**src/logic/ldfs_pkg.sv**
```systemverilog
// ldfs_pkg: constants for the load driver fault supervisor
// assumes a 25 MHz clock; all times are converted to cycle counts here
package ldfs_pkg;
   // ------------------------------------------------------------------
   // clock and times
   // ------------------------------------------------------------------
   localparam int CLK_HZ         = 25000000;
   localparam int T_SC_US        = 60;    // on-state short filter, typ
   localparam int T_OC_US        = 250;   // off-state open filter, 100..400
   localparam int T_UV_NS        = 1000;  // under-voltage least duration
   localparam int T_BLANK_US     = 7000;  // lamp inrush blanking, typ
   localparam int T_RETRY_US     = 10000; // lamp retry period, typ
   localparam int SC_CYC         = T_SC_US * (CLK_HZ / 1000000);
   localparam int OC_CYC         = T_OC_US * (CLK_HZ / 1000000);
   localparam int UV_CYC         = (T_UV_NS * (CLK_HZ / 1000000) + 999) / 1000;
   localparam int BLANK_CYC      = T_BLANK_US * (CLK_HZ / 1000000);
   localparam int RETRY_CYC      = T_RETRY_US * (CLK_HZ / 1000000);
   localparam int FILT_W         = 14;    // width of short/open filter counters
   localparam int LAMP_W         = 18;    // width of lamp timers
   localparam logic [FILT_W-1:0] SC_MAX = FILT_W'(SC_CYC - 1);
   localparam logic [FILT_W-1:0] OC_MAX = FILT_W'(OC_CYC - 1);
   localparam logic [FILT_W-1:0] UV_MAX = FILT_W'(UV_CYC - 1);
   // values after reset
   localparam logic DRIVE_OFF    = 1'b0;
   localparam logic FLAG_IDLE    = 1'b0;
endpackage

```
**src/logic/ldfs_filt_if.sv**
```systemverilog
// ldfs_filt_if: carries one persistence filter's request and verdict
// assumes a single clock domain shared by both ends
`timescale 1ns/1ns
`default_nettype none
interface ldfs_filt_if;
   logic cond;    // raw condition, already synchronised
   logic hit;     // condition persisted the full time
   modport owner (output cond, input hit);
   modport filter (input cond, output hit);
endinterface
`default_nettype wire

```
**src/logic/ldfs_persist.sv**
```systemverilog
// ldfs_persist: declares a condition once it has held for LIMIT+1 cycles
// assumes a synchronous condition; drops at once when the condition goes
`timescale 1ns/1ns
`default_nettype none
module ldfs_persist
   import ldfs_pkg::*;
#(
   parameter logic [FILT_W-1:0] LIMIT = SC_MAX
) (
   input  wire logic      clk,
   input  wire logic      resetn,
   ldfs_filt_if.filter    f
);
   logic [FILT_W-1:0] count;

   // ------------------------------------------------------------------
   // persistence counter
   // ------------------------------------------------------------------
   always_ff @(posedge clk or negedge resetn) begin
      if (!resetn) begin
         count <= '0;
         f.hit <= 1'b0;
      end else if (!f.cond) begin
         count <= '0;
         f.hit <= 1'b0;
      end else if (count == LIMIT) begin
         f.hit <= 1'b1;
      end else begin
         count <= count + 1'b1;
      end
   end
endmodule
`default_nettype wire

```
**src/logic/ldfs_top.sv**
```systemverilog
// ldfs_top: command, latch-off and fault flag logic for four drivers
// assumes all analog sense inputs are asynchronous comparator levels
// Functional notes
// injector drive on while injector command high, off while low
// open injector command input reads as low, injector off
// relay channel works exactly like the injector channel
// battery over- or under-voltage forces injector and relay off
// open-off, short-on or overheat raises injector or relay flag
// limited over-current alone raises no flag; only battery short does
// faulted driver stays off until fault gone and command re-toggled
// injector/relay short declared after on-state limit holds 60 us
// injector/relay open declared after off-state condition holds 250 us
// lamp follows its command; limit faults blanked 7 ms after turn-on
// lamp returns by itself after fault clears while command high
// lamp retried every 10 ms while its short persists
// one ignition command drives both ignition outputs
// high-side output on while command high, low-side on while low
// ignition faults ORed into one ignition flag
// ignition short turns both off until clear and command re-toggled; code latches off only ign_high_drive, ign_low_drive still follows the command
// ignition open declared after off-state condition holds 250 us
// ignition short declared after on-state condition holds 60 us
// battery under-voltage counts only after holding 1 us
// power-on reset follows regulated supply sense rising
// all drivers off after reset until commanded on
// flags idle low; cleared by command toggle once fault gone
// inputs synchronised; all times are clock cycle counters
`timescale 1ns/1ns
`default_nettype none
module ldfs_top
   import ldfs_pkg::*;
(
   input  wire logic clk,
   input  wire logic resetn,
   input  wire logic regulated_sense,
   input  wire logic injector_cmd,
   input  wire logic relay_cmd,
   input  wire logic lamp_cmd,
   input  wire logic ignition_cmd,
   input  wire logic battery_ov,
   input  wire logic battery_uv,
   input  wire logic injector_limit,
   input  wire logic injector_open,
   input  wire logic injector_hot,
   input  wire logic relay_limit,
   input  wire logic relay_open,
   input  wire logic relay_hot,
   input  wire logic lamp_limit,
   input  wire logic lamp_hot,
   input  wire logic ign_feedback,
   input  wire logic ign_hot,
   output logic      injector_drive,
   output logic      relay_drive,
   output logic      lamp_drive,
   output logic      ign_high_drive,
   output logic      ign_low_drive,
   output logic      injector_fault_flag,
   output logic      relay_fault_flag,
   output logic      ign_fault_flag
);
   localparam int NS = 13;
   // sync index map
   localparam int S_SENSE = 0;
   localparam int S_INJ   = 1;
   localparam int S_REL   = 2;
   localparam int S_LAMP  = 3;
   localparam int S_IGN   = 4;
   localparam int S_OV    = 5;
   localparam int S_UV    = 6;
   localparam int S_ILIM  = 7;
   localparam int S_IOPN  = 8;
   localparam int S_IHOT  = 9;
   localparam int S_RLIM  = 10;
   localparam int S_ROPN  = 11;
   localparam int S_RHOT  = 12;

   logic [NS-1:0] raw_in;
   logic [NS-1:0] sync_a;
   logic [NS-1:0] sync_b;
   logic [3:0]    extra_a;
   logic [3:0]    extra_b;
   logic          power_ok;
   logic          run_resetn;
   logic          uv_hit;
   logic          supply_bad;
   logic          inj_prev;
   logic          rel_prev;
   logic          ign_prev;
   logic          inj_latched;
   logic          rel_latched;
   logic          ign_latched;
   logic          inj_armed;
   logic          rel_armed;
   logic          ign_armed;
   logic          ign_short_hit;
   logic          ign_open_hit;

   // ------------------------------------------------------------------
   // input synchronisers
   // ------------------------------------------------------------------
   // built-in pull-down on the command pins makes a lost pin read low
   assign raw_in = {relay_hot, relay_open, relay_limit, injector_hot, injector_open,
                    injector_limit, battery_uv, battery_ov, ignition_cmd, lamp_cmd,
                    relay_cmd, injector_cmd, regulated_sense};

   // two flops per asynchronous input
   always_ff @(posedge clk or negedge resetn) begin
      if (!resetn) begin
         sync_a  <= '0;
         sync_b  <= '0;
         extra_a <= '0;
         extra_b <= '0;
      end else begin
         sync_a  <= raw_in;
         sync_b  <= sync_a;
         extra_a <= {ign_feedback, lamp_limit, lamp_hot, ign_hot};
         extra_b <= extra_a;
      end
   end

   // ------------------------------------------------------------------
   // power-on reset from regulated supply sense
   // ------------------------------------------------------------------
   always_ff @(posedge clk or negedge resetn) begin
      if (!resetn) begin
         power_ok   <= 1'b0;
         run_resetn <= 1'b0;
      end else begin
         power_ok   <= sync_b[S_SENSE];
         run_resetn <= power_ok & sync_b[S_SENSE];
      end
   end

   // ------------------------------------------------------------------
   // persistence filters
   // ------------------------------------------------------------------
   ldfs_filt_if uv_f ();
   ldfs_filt_if inj_sc_f ();
   ldfs_filt_if inj_oc_f ();
   ldfs_filt_if rel_sc_f ();
   ldfs_filt_if rel_oc_f ();
   ldfs_filt_if ign_sc_f ();
   ldfs_filt_if ign_oc_f ();

   assign uv_f.cond     = sync_b[S_UV];
   assign inj_sc_f.cond = inj_armed & sync_b[S_ILIM];
   assign inj_oc_f.cond = ~injector_drive & sync_b[S_IOPN];
   assign rel_sc_f.cond = rel_armed & sync_b[S_RLIM];
   assign rel_oc_f.cond = ~relay_drive & sync_b[S_ROPN];
   assign ign_sc_f.cond = ign_armed & extra_b[3];
   assign ign_oc_f.cond = ~sync_b[S_IGN] & extra_b[3];

   ldfs_persist #(.LIMIT(UV_MAX)) u_uv     (.clk(clk), .resetn(resetn), .f(uv_f));
   ldfs_persist #(.LIMIT(SC_MAX)) u_inj_sc (.clk(clk), .resetn(resetn), .f(inj_sc_f));
   ldfs_persist #(.LIMIT(OC_MAX)) u_inj_oc (.clk(clk), .resetn(resetn), .f(inj_oc_f));
   ldfs_persist #(.LIMIT(SC_MAX)) u_rel_sc (.clk(clk), .resetn(resetn), .f(rel_sc_f));
   ldfs_persist #(.LIMIT(OC_MAX)) u_rel_oc (.clk(clk), .resetn(resetn), .f(rel_oc_f));
   ldfs_persist #(.LIMIT(SC_MAX)) u_ign_sc (.clk(clk), .resetn(resetn), .f(ign_sc_f));
   ldfs_persist #(.LIMIT(OC_MAX)) u_ign_oc (.clk(clk), .resetn(resetn), .f(ign_oc_f));

   assign uv_hit        = uv_f.hit;
   assign supply_bad    = sync_b[S_OV] | uv_hit;
   assign ign_short_hit = ign_sc_f.hit;
   assign ign_open_hit  = ign_oc_f.hit;

   // ------------------------------------------------------------------
   // command edge history
   // ------------------------------------------------------------------
   always_ff @(posedge clk or negedge resetn) begin
      if (!resetn) begin
         inj_prev <= 1'b0;
         rel_prev <= 1'b0;
         ign_prev <= 1'b0;
      end else begin
         inj_prev <= sync_b[S_INJ];
         rel_prev <= sync_b[S_REL];
         ign_prev <= sync_b[S_IGN];
      end
   end

   // ------------------------------------------------------------------
   // injector and relay latch-off
   // ------------------------------------------------------------------
   // short, overheat or supply fault latches off; rising command re-arms
   always_ff @(posedge clk or negedge resetn) begin
      if (!resetn) begin
         inj_latched <= 1'b0;
         rel_latched <= 1'b0;
      end else if (!run_resetn) begin
         inj_latched <= 1'b0;
         rel_latched <= 1'b0;
      end else begin
         if (inj_sc_f.hit | sync_b[S_IHOT] | supply_bad) begin
            inj_latched <= 1'b1;
         end else if (sync_b[S_INJ] & ~inj_prev) begin
            inj_latched <= 1'b0;
         end
         if (rel_sc_f.hit | sync_b[S_RHOT] | supply_bad) begin
            rel_latched <= 1'b1;
         end else if (sync_b[S_REL] & ~rel_prev) begin
            rel_latched <= 1'b0;
         end
      end
   end

   assign inj_armed = sync_b[S_INJ] & ~inj_latched & ~supply_bad;
   assign rel_armed = sync_b[S_REL] & ~rel_latched & ~supply_bad;

   // ------------------------------------------------------------------
   // ignition latch-off
   // ------------------------------------------------------------------
   always_ff @(posedge clk or negedge resetn) begin
      if (!resetn) begin
         ign_latched <= 1'b0;
      end else if (!run_resetn) begin
         ign_latched <= 1'b0;
      end else if (ign_short_hit | extra_b[0]) begin
         ign_latched <= 1'b1;
      end else if (sync_b[S_IGN] & ~ign_prev) begin
         ign_latched <= 1'b0;
      end
   end

   assign ign_armed = sync_b[S_IGN] & ~ign_latched;

   // ------------------------------------------------------------------
   // lamp: blanking, auto restart and retry
   // ------------------------------------------------------------------
   typedef enum logic [1:0] {LDFS_L_OFF, LDFS_L_BLANK, LDFS_L_ON, LDFS_L_WAIT} ldfs_lamp_t;
   ldfs_lamp_t        lamp_state;
   logic [LAMP_W-1:0] lamp_count;

   always_ff @(posedge clk or negedge resetn) begin
      if (!resetn) begin
         lamp_state <= LDFS_L_OFF;
         lamp_count <= '0;
      end else if (!run_resetn || !sync_b[S_LAMP]) begin
         lamp_state <= LDFS_L_OFF;
         lamp_count <= '0;
      end else begin
         case (lamp_state)
            LDFS_L_OFF: begin
               if (!extra_b[1]) begin
                  lamp_state <= LDFS_L_BLANK;
                  lamp_count <= '0;
               end
            end
            LDFS_L_BLANK: begin
               if (extra_b[1]) begin
                  lamp_state <= LDFS_L_WAIT;
                  lamp_count <= '0;
               end else if (lamp_count == LAMP_W'(BLANK_CYC - 1)) begin
                  lamp_state <= LDFS_L_ON;
               end else begin
                  lamp_count <= lamp_count + 1'b1;
               end
            end
            LDFS_L_ON: begin
               if (extra_b[1] | extra_b[2]) begin
                  lamp_state <= LDFS_L_WAIT;
                  lamp_count <= '0;
               end
            end
            LDFS_L_WAIT: begin
               if (lamp_count == LAMP_W'(RETRY_CYC - 1)) begin
                  if (!extra_b[1]) begin
                     lamp_state <= LDFS_L_BLANK;
                  end
                  lamp_count <= '0;
               end else begin
                  lamp_count <= lamp_count + 1'b1;
               end
            end
            default: begin
               lamp_state <= LDFS_L_OFF;
            end
         endcase
      end
   end

   // ------------------------------------------------------------------
   // registered outputs
   // ------------------------------------------------------------------
   always_ff @(posedge clk or negedge resetn) begin
      if (!resetn) begin
         injector_drive <= DRIVE_OFF;
         relay_drive    <= DRIVE_OFF;
         lamp_drive     <= DRIVE_OFF;
         ign_high_drive <= DRIVE_OFF;
         ign_low_drive  <= DRIVE_OFF;
      end else if (!run_resetn) begin
         injector_drive <= DRIVE_OFF;
         relay_drive    <= DRIVE_OFF;
         lamp_drive     <= DRIVE_OFF;
         ign_high_drive <= DRIVE_OFF;
         ign_low_drive  <= DRIVE_OFF;
      end else begin
         injector_drive <= inj_armed & ~inj_sc_f.hit & ~sync_b[S_IHOT];
         relay_drive    <= rel_armed & ~rel_sc_f.hit & ~sync_b[S_RHOT];
         lamp_drive     <= (lamp_state == LDFS_L_BLANK) | (lamp_state == LDFS_L_ON);
         ign_high_drive <= ign_armed & ~ign_short_hit & ~extra_b[0];
         ign_low_drive  <= ~sync_b[S_IGN];
      end
   end

   // ------------------------------------------------------------------
   // fault flags: set wins over clear
   // ------------------------------------------------------------------
   // limit current alone is not reported, only the filtered short
   always_ff @(posedge clk or negedge resetn) begin
      if (!resetn) begin
         injector_fault_flag <= FLAG_IDLE;
         relay_fault_flag    <= FLAG_IDLE;
         ign_fault_flag      <= FLAG_IDLE;
      end else if (!run_resetn) begin
         injector_fault_flag <= FLAG_IDLE;
         relay_fault_flag    <= FLAG_IDLE;
         ign_fault_flag      <= FLAG_IDLE;
      end else begin
         if (inj_sc_f.hit | inj_oc_f.hit | sync_b[S_IHOT]) begin
            injector_fault_flag <= 1'b1;
         end else if (sync_b[S_INJ] ^ inj_prev) begin
            injector_fault_flag <= 1'b0;
         end
         if (rel_sc_f.hit | rel_oc_f.hit | sync_b[S_RHOT]) begin
            relay_fault_flag <= 1'b1;
         end else if (sync_b[S_REL] ^ rel_prev) begin
            relay_fault_flag <= 1'b0;
         end
         if (ign_short_hit | ign_open_hit | extra_b[0]) begin
            ign_fault_flag <= 1'b1;
         end else if (sync_b[S_IGN] ^ ign_prev) begin
            ign_fault_flag <= 1'b0;
         end
      end
   end
endmodule
`default_nettype wire

```
**config.mk**
```make
export PLATFORM = sky130hd
export DESIGN_NAME = ldfs_top
export DESIGN_NICKNAME = d
export VERILOG_FILES = /design/src/logic/ldfs_pkg.sv /design/src/logic/ldfs_filt_if.sv /design/src/logic/ldfs_persist.sv /design/src/logic/ldfs_top.sv
export SDC_FILE = /design/constraint.sdc
export NUM_CORES = 1
export LEC_CHECK = 0
export ABC_AREA = 1
export BUFFER_PORTS_ARGS = -buffer_cell sky130_fd_sc_hd__buf_2
export CAP_MARGIN = 40
export CORE_UTILIZATION = 67
export DETAILED_ROUTE_END_ITERATION = 6
export GPL_ROUTABILITY_DRIVEN = 0
export GPL_TIMING_DRIVEN = 1
export PLACE_DENSITY = 0.85
export SYNTH_ARGS = -nofsm -noshare
export SYNTH_HDL_FRONTEND = slang
export SYNTH_SLANG_ARGS = --single-unit
```
**constraint.sdc**
```tcl
create_clock -name clk -period 4.8 [get_ports clk]
set_input_delay 0.24 -clock clk [delete_from_list [all_inputs] [get_ports clk]]
set_output_delay 0.24 -clock clk [all_outputs]
set_load 0.005 [all_outputs]
```
# Word level (Yosys, flattened, before mapping)
# Cells that the tools add are included.
[word_totals]
ff_bits = 175
[op_classes]
n_mux = 65
bitwise = 54
eq_ne = 37
n_reduce_logical = 6
n_addsub = 8
[ops]
columns = ["cell", "n"]
rows = [
  ["$mux 14", 14],
  ["$mux 18", 6],
  ["$add 14x1->14 const B", 7],
  ["$pmux 18 s4", 1],
  ["$eq 14x11->1 const B", 3],
  ["$eq 14x13->1 const B", 3],
  ["$mux 1", 37],
  ["$eq 18x18->1 const B", 2],
  ["$ne 2x2->1 const B", 13],
  ["$and 1x1->1", 21],
  ["$add 18x1->18 const B", 1],
  ["$ne 3x1->1 const B", 6],
  ["$not 1->1", 16],
  ["$eq 14x5->1 const B", 1],
  ["$or 1x1->1", 14],
  ["$mux 2", 6],
  ["$ne 3x3->1 const B", 3],
  ["$ne 4x4->1 const B", 2],
  ["$pmux 2 s4", 1],
  ["$reduce_and 3->1", 2],
  ["$eq 2x2->1 const B", 2],
  ["$xor 1x1->1", 3],
  ["$eq 2x1->1 const B", 1],
  ["$logic_not 1->1", 2],
  ["3 further kinds", 3],
]

# Logic depth before layout (Yosys ltp)
[depth]
depth_word = 6
ltp_mapped = 13
ltp_nobuf = 12

# By module
# Synthesis repeated with hierarchy kept, for this count alone.
[hier_totals]
hier_cells = 1293
hier_area_um2 = 9535.4
[by_module_without_submodules]
columns = ["mod", "instances", "cells_each", "area_each_um2"]
rows = [
  ["ldfs_top", 1, 364, 3251.9],
  ["ldfs_persist (u_ign_oc ...)", 3, 139, 929.6],
  ["ldfs_persist (u_ign_sc ...)", 3, 133, 879.6],
  ["ldfs_persist (u_uv)", 1, 113, 855.8],
]

# Worst setup path after synthesis
# No wires, ideal clock.
[synth_timing]
kind = "reg-to-reg"
start = "reg lamp_state[1]"
end = "reg lamp_count[6]"
setup_ns = 0.119
period_less_slack_ns = 1.518
path_stages_with_launch = 11
path_buffers = 1
t_arrival_ns = 1.399
setup_slack_ns = 3.282
cell_sequence = "dfrtp_1 > inv_1 > ha_1 > nand2_1 > nor2_4 > nand3_4 > nand2_4 > inv_4 > buf_6 > nand3_1 > o21ai_2"
[synth_between]
elab_chain_cells = 3
elab_cells_between_ends = 10
classes_between = "eq/ne: 6; mux: 2; reduce/logical: 2"
[synth_lines]
columns = ["element", "line", "source"]
rows = [
  ["from (decl)", "ldfs_top.sv:229", "ldfs_lamp_t lamp_state;"],
  ["from (signal assigned)", "ldfs_top.sv:234", "lamp_state <= LDFS_L_OFF;"],
  ["from (signal assigned)", "ldfs_top.sv:237", "lamp_state <= LDFS_L_OFF;"],
  ["from (signal assigned)", "ldfs_top.sv:243", "lamp_state <= LDFS_L_BLANK;"],
  ["$eq 2x1->1 (tied with other cells)", "ldfs_top.sv:240", "case (lamp_state)"],
  ["$ne 4x4->1 (no line) (tied with other cells)", "-", ""],
  ["$reduce_and 3->1 (no line) or $mux 18 (tied branches)", "-", ""],
  ["to (signal assigned)", "ldfs_top.sv:254", "lamp_count <= lamp_count + 1'b1;"],
  ["to (signal assigned)", "ldfs_top.sv:270", "lamp_count <= lamp_count + 1'b1;"],
  ["to (decl)", "ldfs_top.sv:230", "logic [LAMP_W-1:0] lamp_count;"],
]
# Parallel ways exist; a longest one is shown, timed or not.
# A chain may end at the register's enable or synchronous reset.

# Final worst setup path
[layout_timing]
start = "reg run_resetn"
end = "reg lamp_count[7]"
[layout_between]
elab_chain_cells = 4
elab_cells_between_ends = 7
classes_between = "eq/ne: 3; mux: 1; reduce/logical: 3"
[layout_lines]
columns = ["element", "line", "source"]
rows = [
  ["from (decl)", "ldfs_top.sv:82", "logic run_resetn;"],
  ["from (signal assigned)", "ldfs_top.sv:129", "run_resetn <= power_ok & sync_b[S_SENSE];"],
  ["$logic_not 1->1 *", "-", ""],
  ["$logic_or 1x1->1 *", "ldfs_top.sv:236", "end else if (!run_resetn || !sync_b[S_LAMP]) begin"],
  ["$ne 4x4->1 (no line) or $ne 3x3->1 (tied branches)", "-", ""],
  ["$reduce_and 3->1 (no line)", "-", ""],
]
# Every way passes the cells marked *; elsewhere a longest branch is shown, timed or not.

==> metrics <==
CTS Buffer Depth 2; Fmax 511 MHz; top cells by area, synth dfrtp_1 (51%), nand2_1 (10%), inv_1 (7.0%), nor2_1 (5.8%), nand3_1 (5.1%); Synth Cell Area 8540 um^2; first-pass GRT wire length 30800 um; WHS 357 ps; vias 7134; final setup TNS 0 ps; dpl cell area 8820 um^2; DR iter-0 viols 760; CTS root buf clkbuf_16; Async SR Flop Fraction 100%; WL final 18200 um; Die Y 115 um; total track usage 30.2%; WS Path Type reg -> reg; Max Cap Violations 0; pre-CTS setup slack 2900 ps; Final Hold Fails 0; CP Max Fanout 16; HPWL after DPL 11700 um; Nets 1145; cell count after synthesis 1054; crit share post-route 40.7%; CTS tree built; slew margin rel. 36.0%; max-slew violations 0; Critical Path RT 5140 ps; Routed Antenna Nets 0; clk_skew 13.9 ps; WL per Instance 14.1 um; initial antenna violation count 0; Starting Density 69.9%; final setup fails 0; Die W 115 um; P&R area growth vs syn 12.4%; status finished clean; final core utilization 78.6%; core area 12200 um^2; flip-flop and latch count after synthesis 175; hold crit path type reg -> reg; Peak VDD IR 0.345 mV; RSZ-0062 raised after global routing false; Clock transition at path regs 80 ps; Synth Flop Type dfrtp_1; top-count cell post-synth nand2_1; diodes inserted 0; critical path arrival 2290 ps; Multi-input gate area 3450 um^2; Ys Warns 0; layout cells sized above 1 7.68%; Ports 27; clock buffers created by TritonCTS 17; Pleak 4.65 nW; CTS Hold Buffers Added 18; # fillers 834; row count 40; vias in the first global route 6819; worst slew pin tran 956 ps; sequential fraction of the synthesis area 51.3%; PD cells 318 nW/um^2; syn_nets 1092; EDFF count, synth 0; Reg area 4380 um^2; PnR worst setup slack 2840 ps; Via-to-Cell Ratio 5.54; type of origin of the critical path register; # resized after CTS 0; CTS H-tree depth 4; fin crit period 1960 ps; drt pass-1 iters 5; largest area contributor in the netlist dfrtp_1; clock sinks 175; worst-skew pair later-pin latency 440 ps; Post-Layout Inst Area 9590 um^2; postcts setup bufs 0; Commonest cells post-synth nand2_1 (232), dfrtp_1 (175), inv_1 (160); Post-route DRC 0; I/O Buffers 26; largest net degree at the start of global routing 97; share of the synthesized area in the top cell type 51.3%; Die Area 13200 um^2; critical path capture point type register; Netlist cell types 40; total grt overflow 0; Syn Area/Cell 8.10 um^2
-- layer usage --
| metal | track usage, % | wire [um] |
|---|---|---|
| met4 | 13.5 | 505 |
| met2 | 49.3 | 8880 |
| met3 | 6.69 | 817 |
| met5 | 0 | 0 |
| met1 | 39.0 | 7950 |
-- cells by family (layout without fill, tap and decap cells) --
family,Yosys count,in the layout,synth area share [%]
AOI/OAI and AO/OA,118,118,7.36
xor gates and xnor gates,15,15,1.54
adders and majority gates,19,19,2.79
buffers and inverters,179,245,8.33
DFF,175,175,51.3
and+or+nand+nor,548,548,28.7
-- worst max-delay path: stages, from the launching register on --
cell     delay, ps
dfrtp_1        520
nand2_4        240
inv_2          150
nand3_1        140
nand2_1         80
inv_2          220
nand2_4        130
inv_4          170
nand2_1         80
nand2_1         60
inv_1           40
-- power breakdown --
| part | leakage, nW | internal, mW | total, mW | switching, mW |
|---|---|---|---|---|
| Clock | 0.290 | 0.743 | 1.39 | 0.647 |
| Sequential | 2.34 | 1.50 | 1.53 | 0.0243 |
| Combinational | 2.02 | 0.0427 | 0.130 | 0.0873 |
| Total | 4.65 | 2.29 | 3.05 | 0.758 |
-- layout make-up --
type	count	area share, %
Clock buffer	17	4.43
Inverter	167	6.59
Tap cell	168	2.19
Sequential cell	175	45.7
Timing Repair Buffer	46	3.46
Clock inverter	15	1.76
Multi-Input combinational cell	700	35.9
-- placed cells by master, fill, tap and decap left out, drive strengths merged, types with 6 or more instances in the layout --
cell         count
xor2            12
a21oi           50
nand4           29
nor4             6
o21ai           55
nand3           89
inv            174
ha              19
buf             28
clkbuf          17
dfrtp          175
dlygate4sd3     18
nor2           140
nor3            37
clkinv           6
nand2          236
-- worst paths after layout --
kind,start,to,slack (ps),depth (start not counted)
max,run_resetn$_DFF_PN0_,lamp_count[7]$_DFFE_PN0P_,2840,10
min,extra_a[1]$_DFF_PN0_,extra_b[1]$_DFF_PN0_,360,0
max reg2reg,run_resetn$_DFF_PN0_,lamp_count[7]$_DFFE_PN0P_,2840,10
min reg2reg,extra_a[1]$_DFF_PN0_,extra_b[1]$_DFF_PN0_,360,0
max in group asynchronous,resetn,u_ign_sc.f.hit$_DFFE_PN0P_,3320,3
min in group asynchronous,resetn,u_rel_oc.count[12]$_DFFE_PN0P_,430,2
-- registers in the layout, summed over array words and instances (netlist names), 2 cells and up --
| register | cells |
|---|---|
| lamp_count | 18 |
| u_ign_oc.count | 14 |
| u_ign_sc.count | 14 |
| u_inj_oc.count | 14 |
| u_inj_sc.count | 14 |
| u_rel_oc.count | 14 |
| u_rel_sc.count | 14 |
| u_uv.count | 14 |
| sync_a | 13 |
| sync_b | 13 |
| extra_a | 4 |
| extra_b | 4 |
| lamp_state | 2 |
-- metrics by stage --
stage,std cells,total power [mW]
after global routing,1288,3.14
after CTS,1288,3.06
after global placement,1238,1.67
final,1288,3.05
after detailed placement,1238,1.67
after floorplan,1054,1.61
Power figures use the tool's default switching activity.
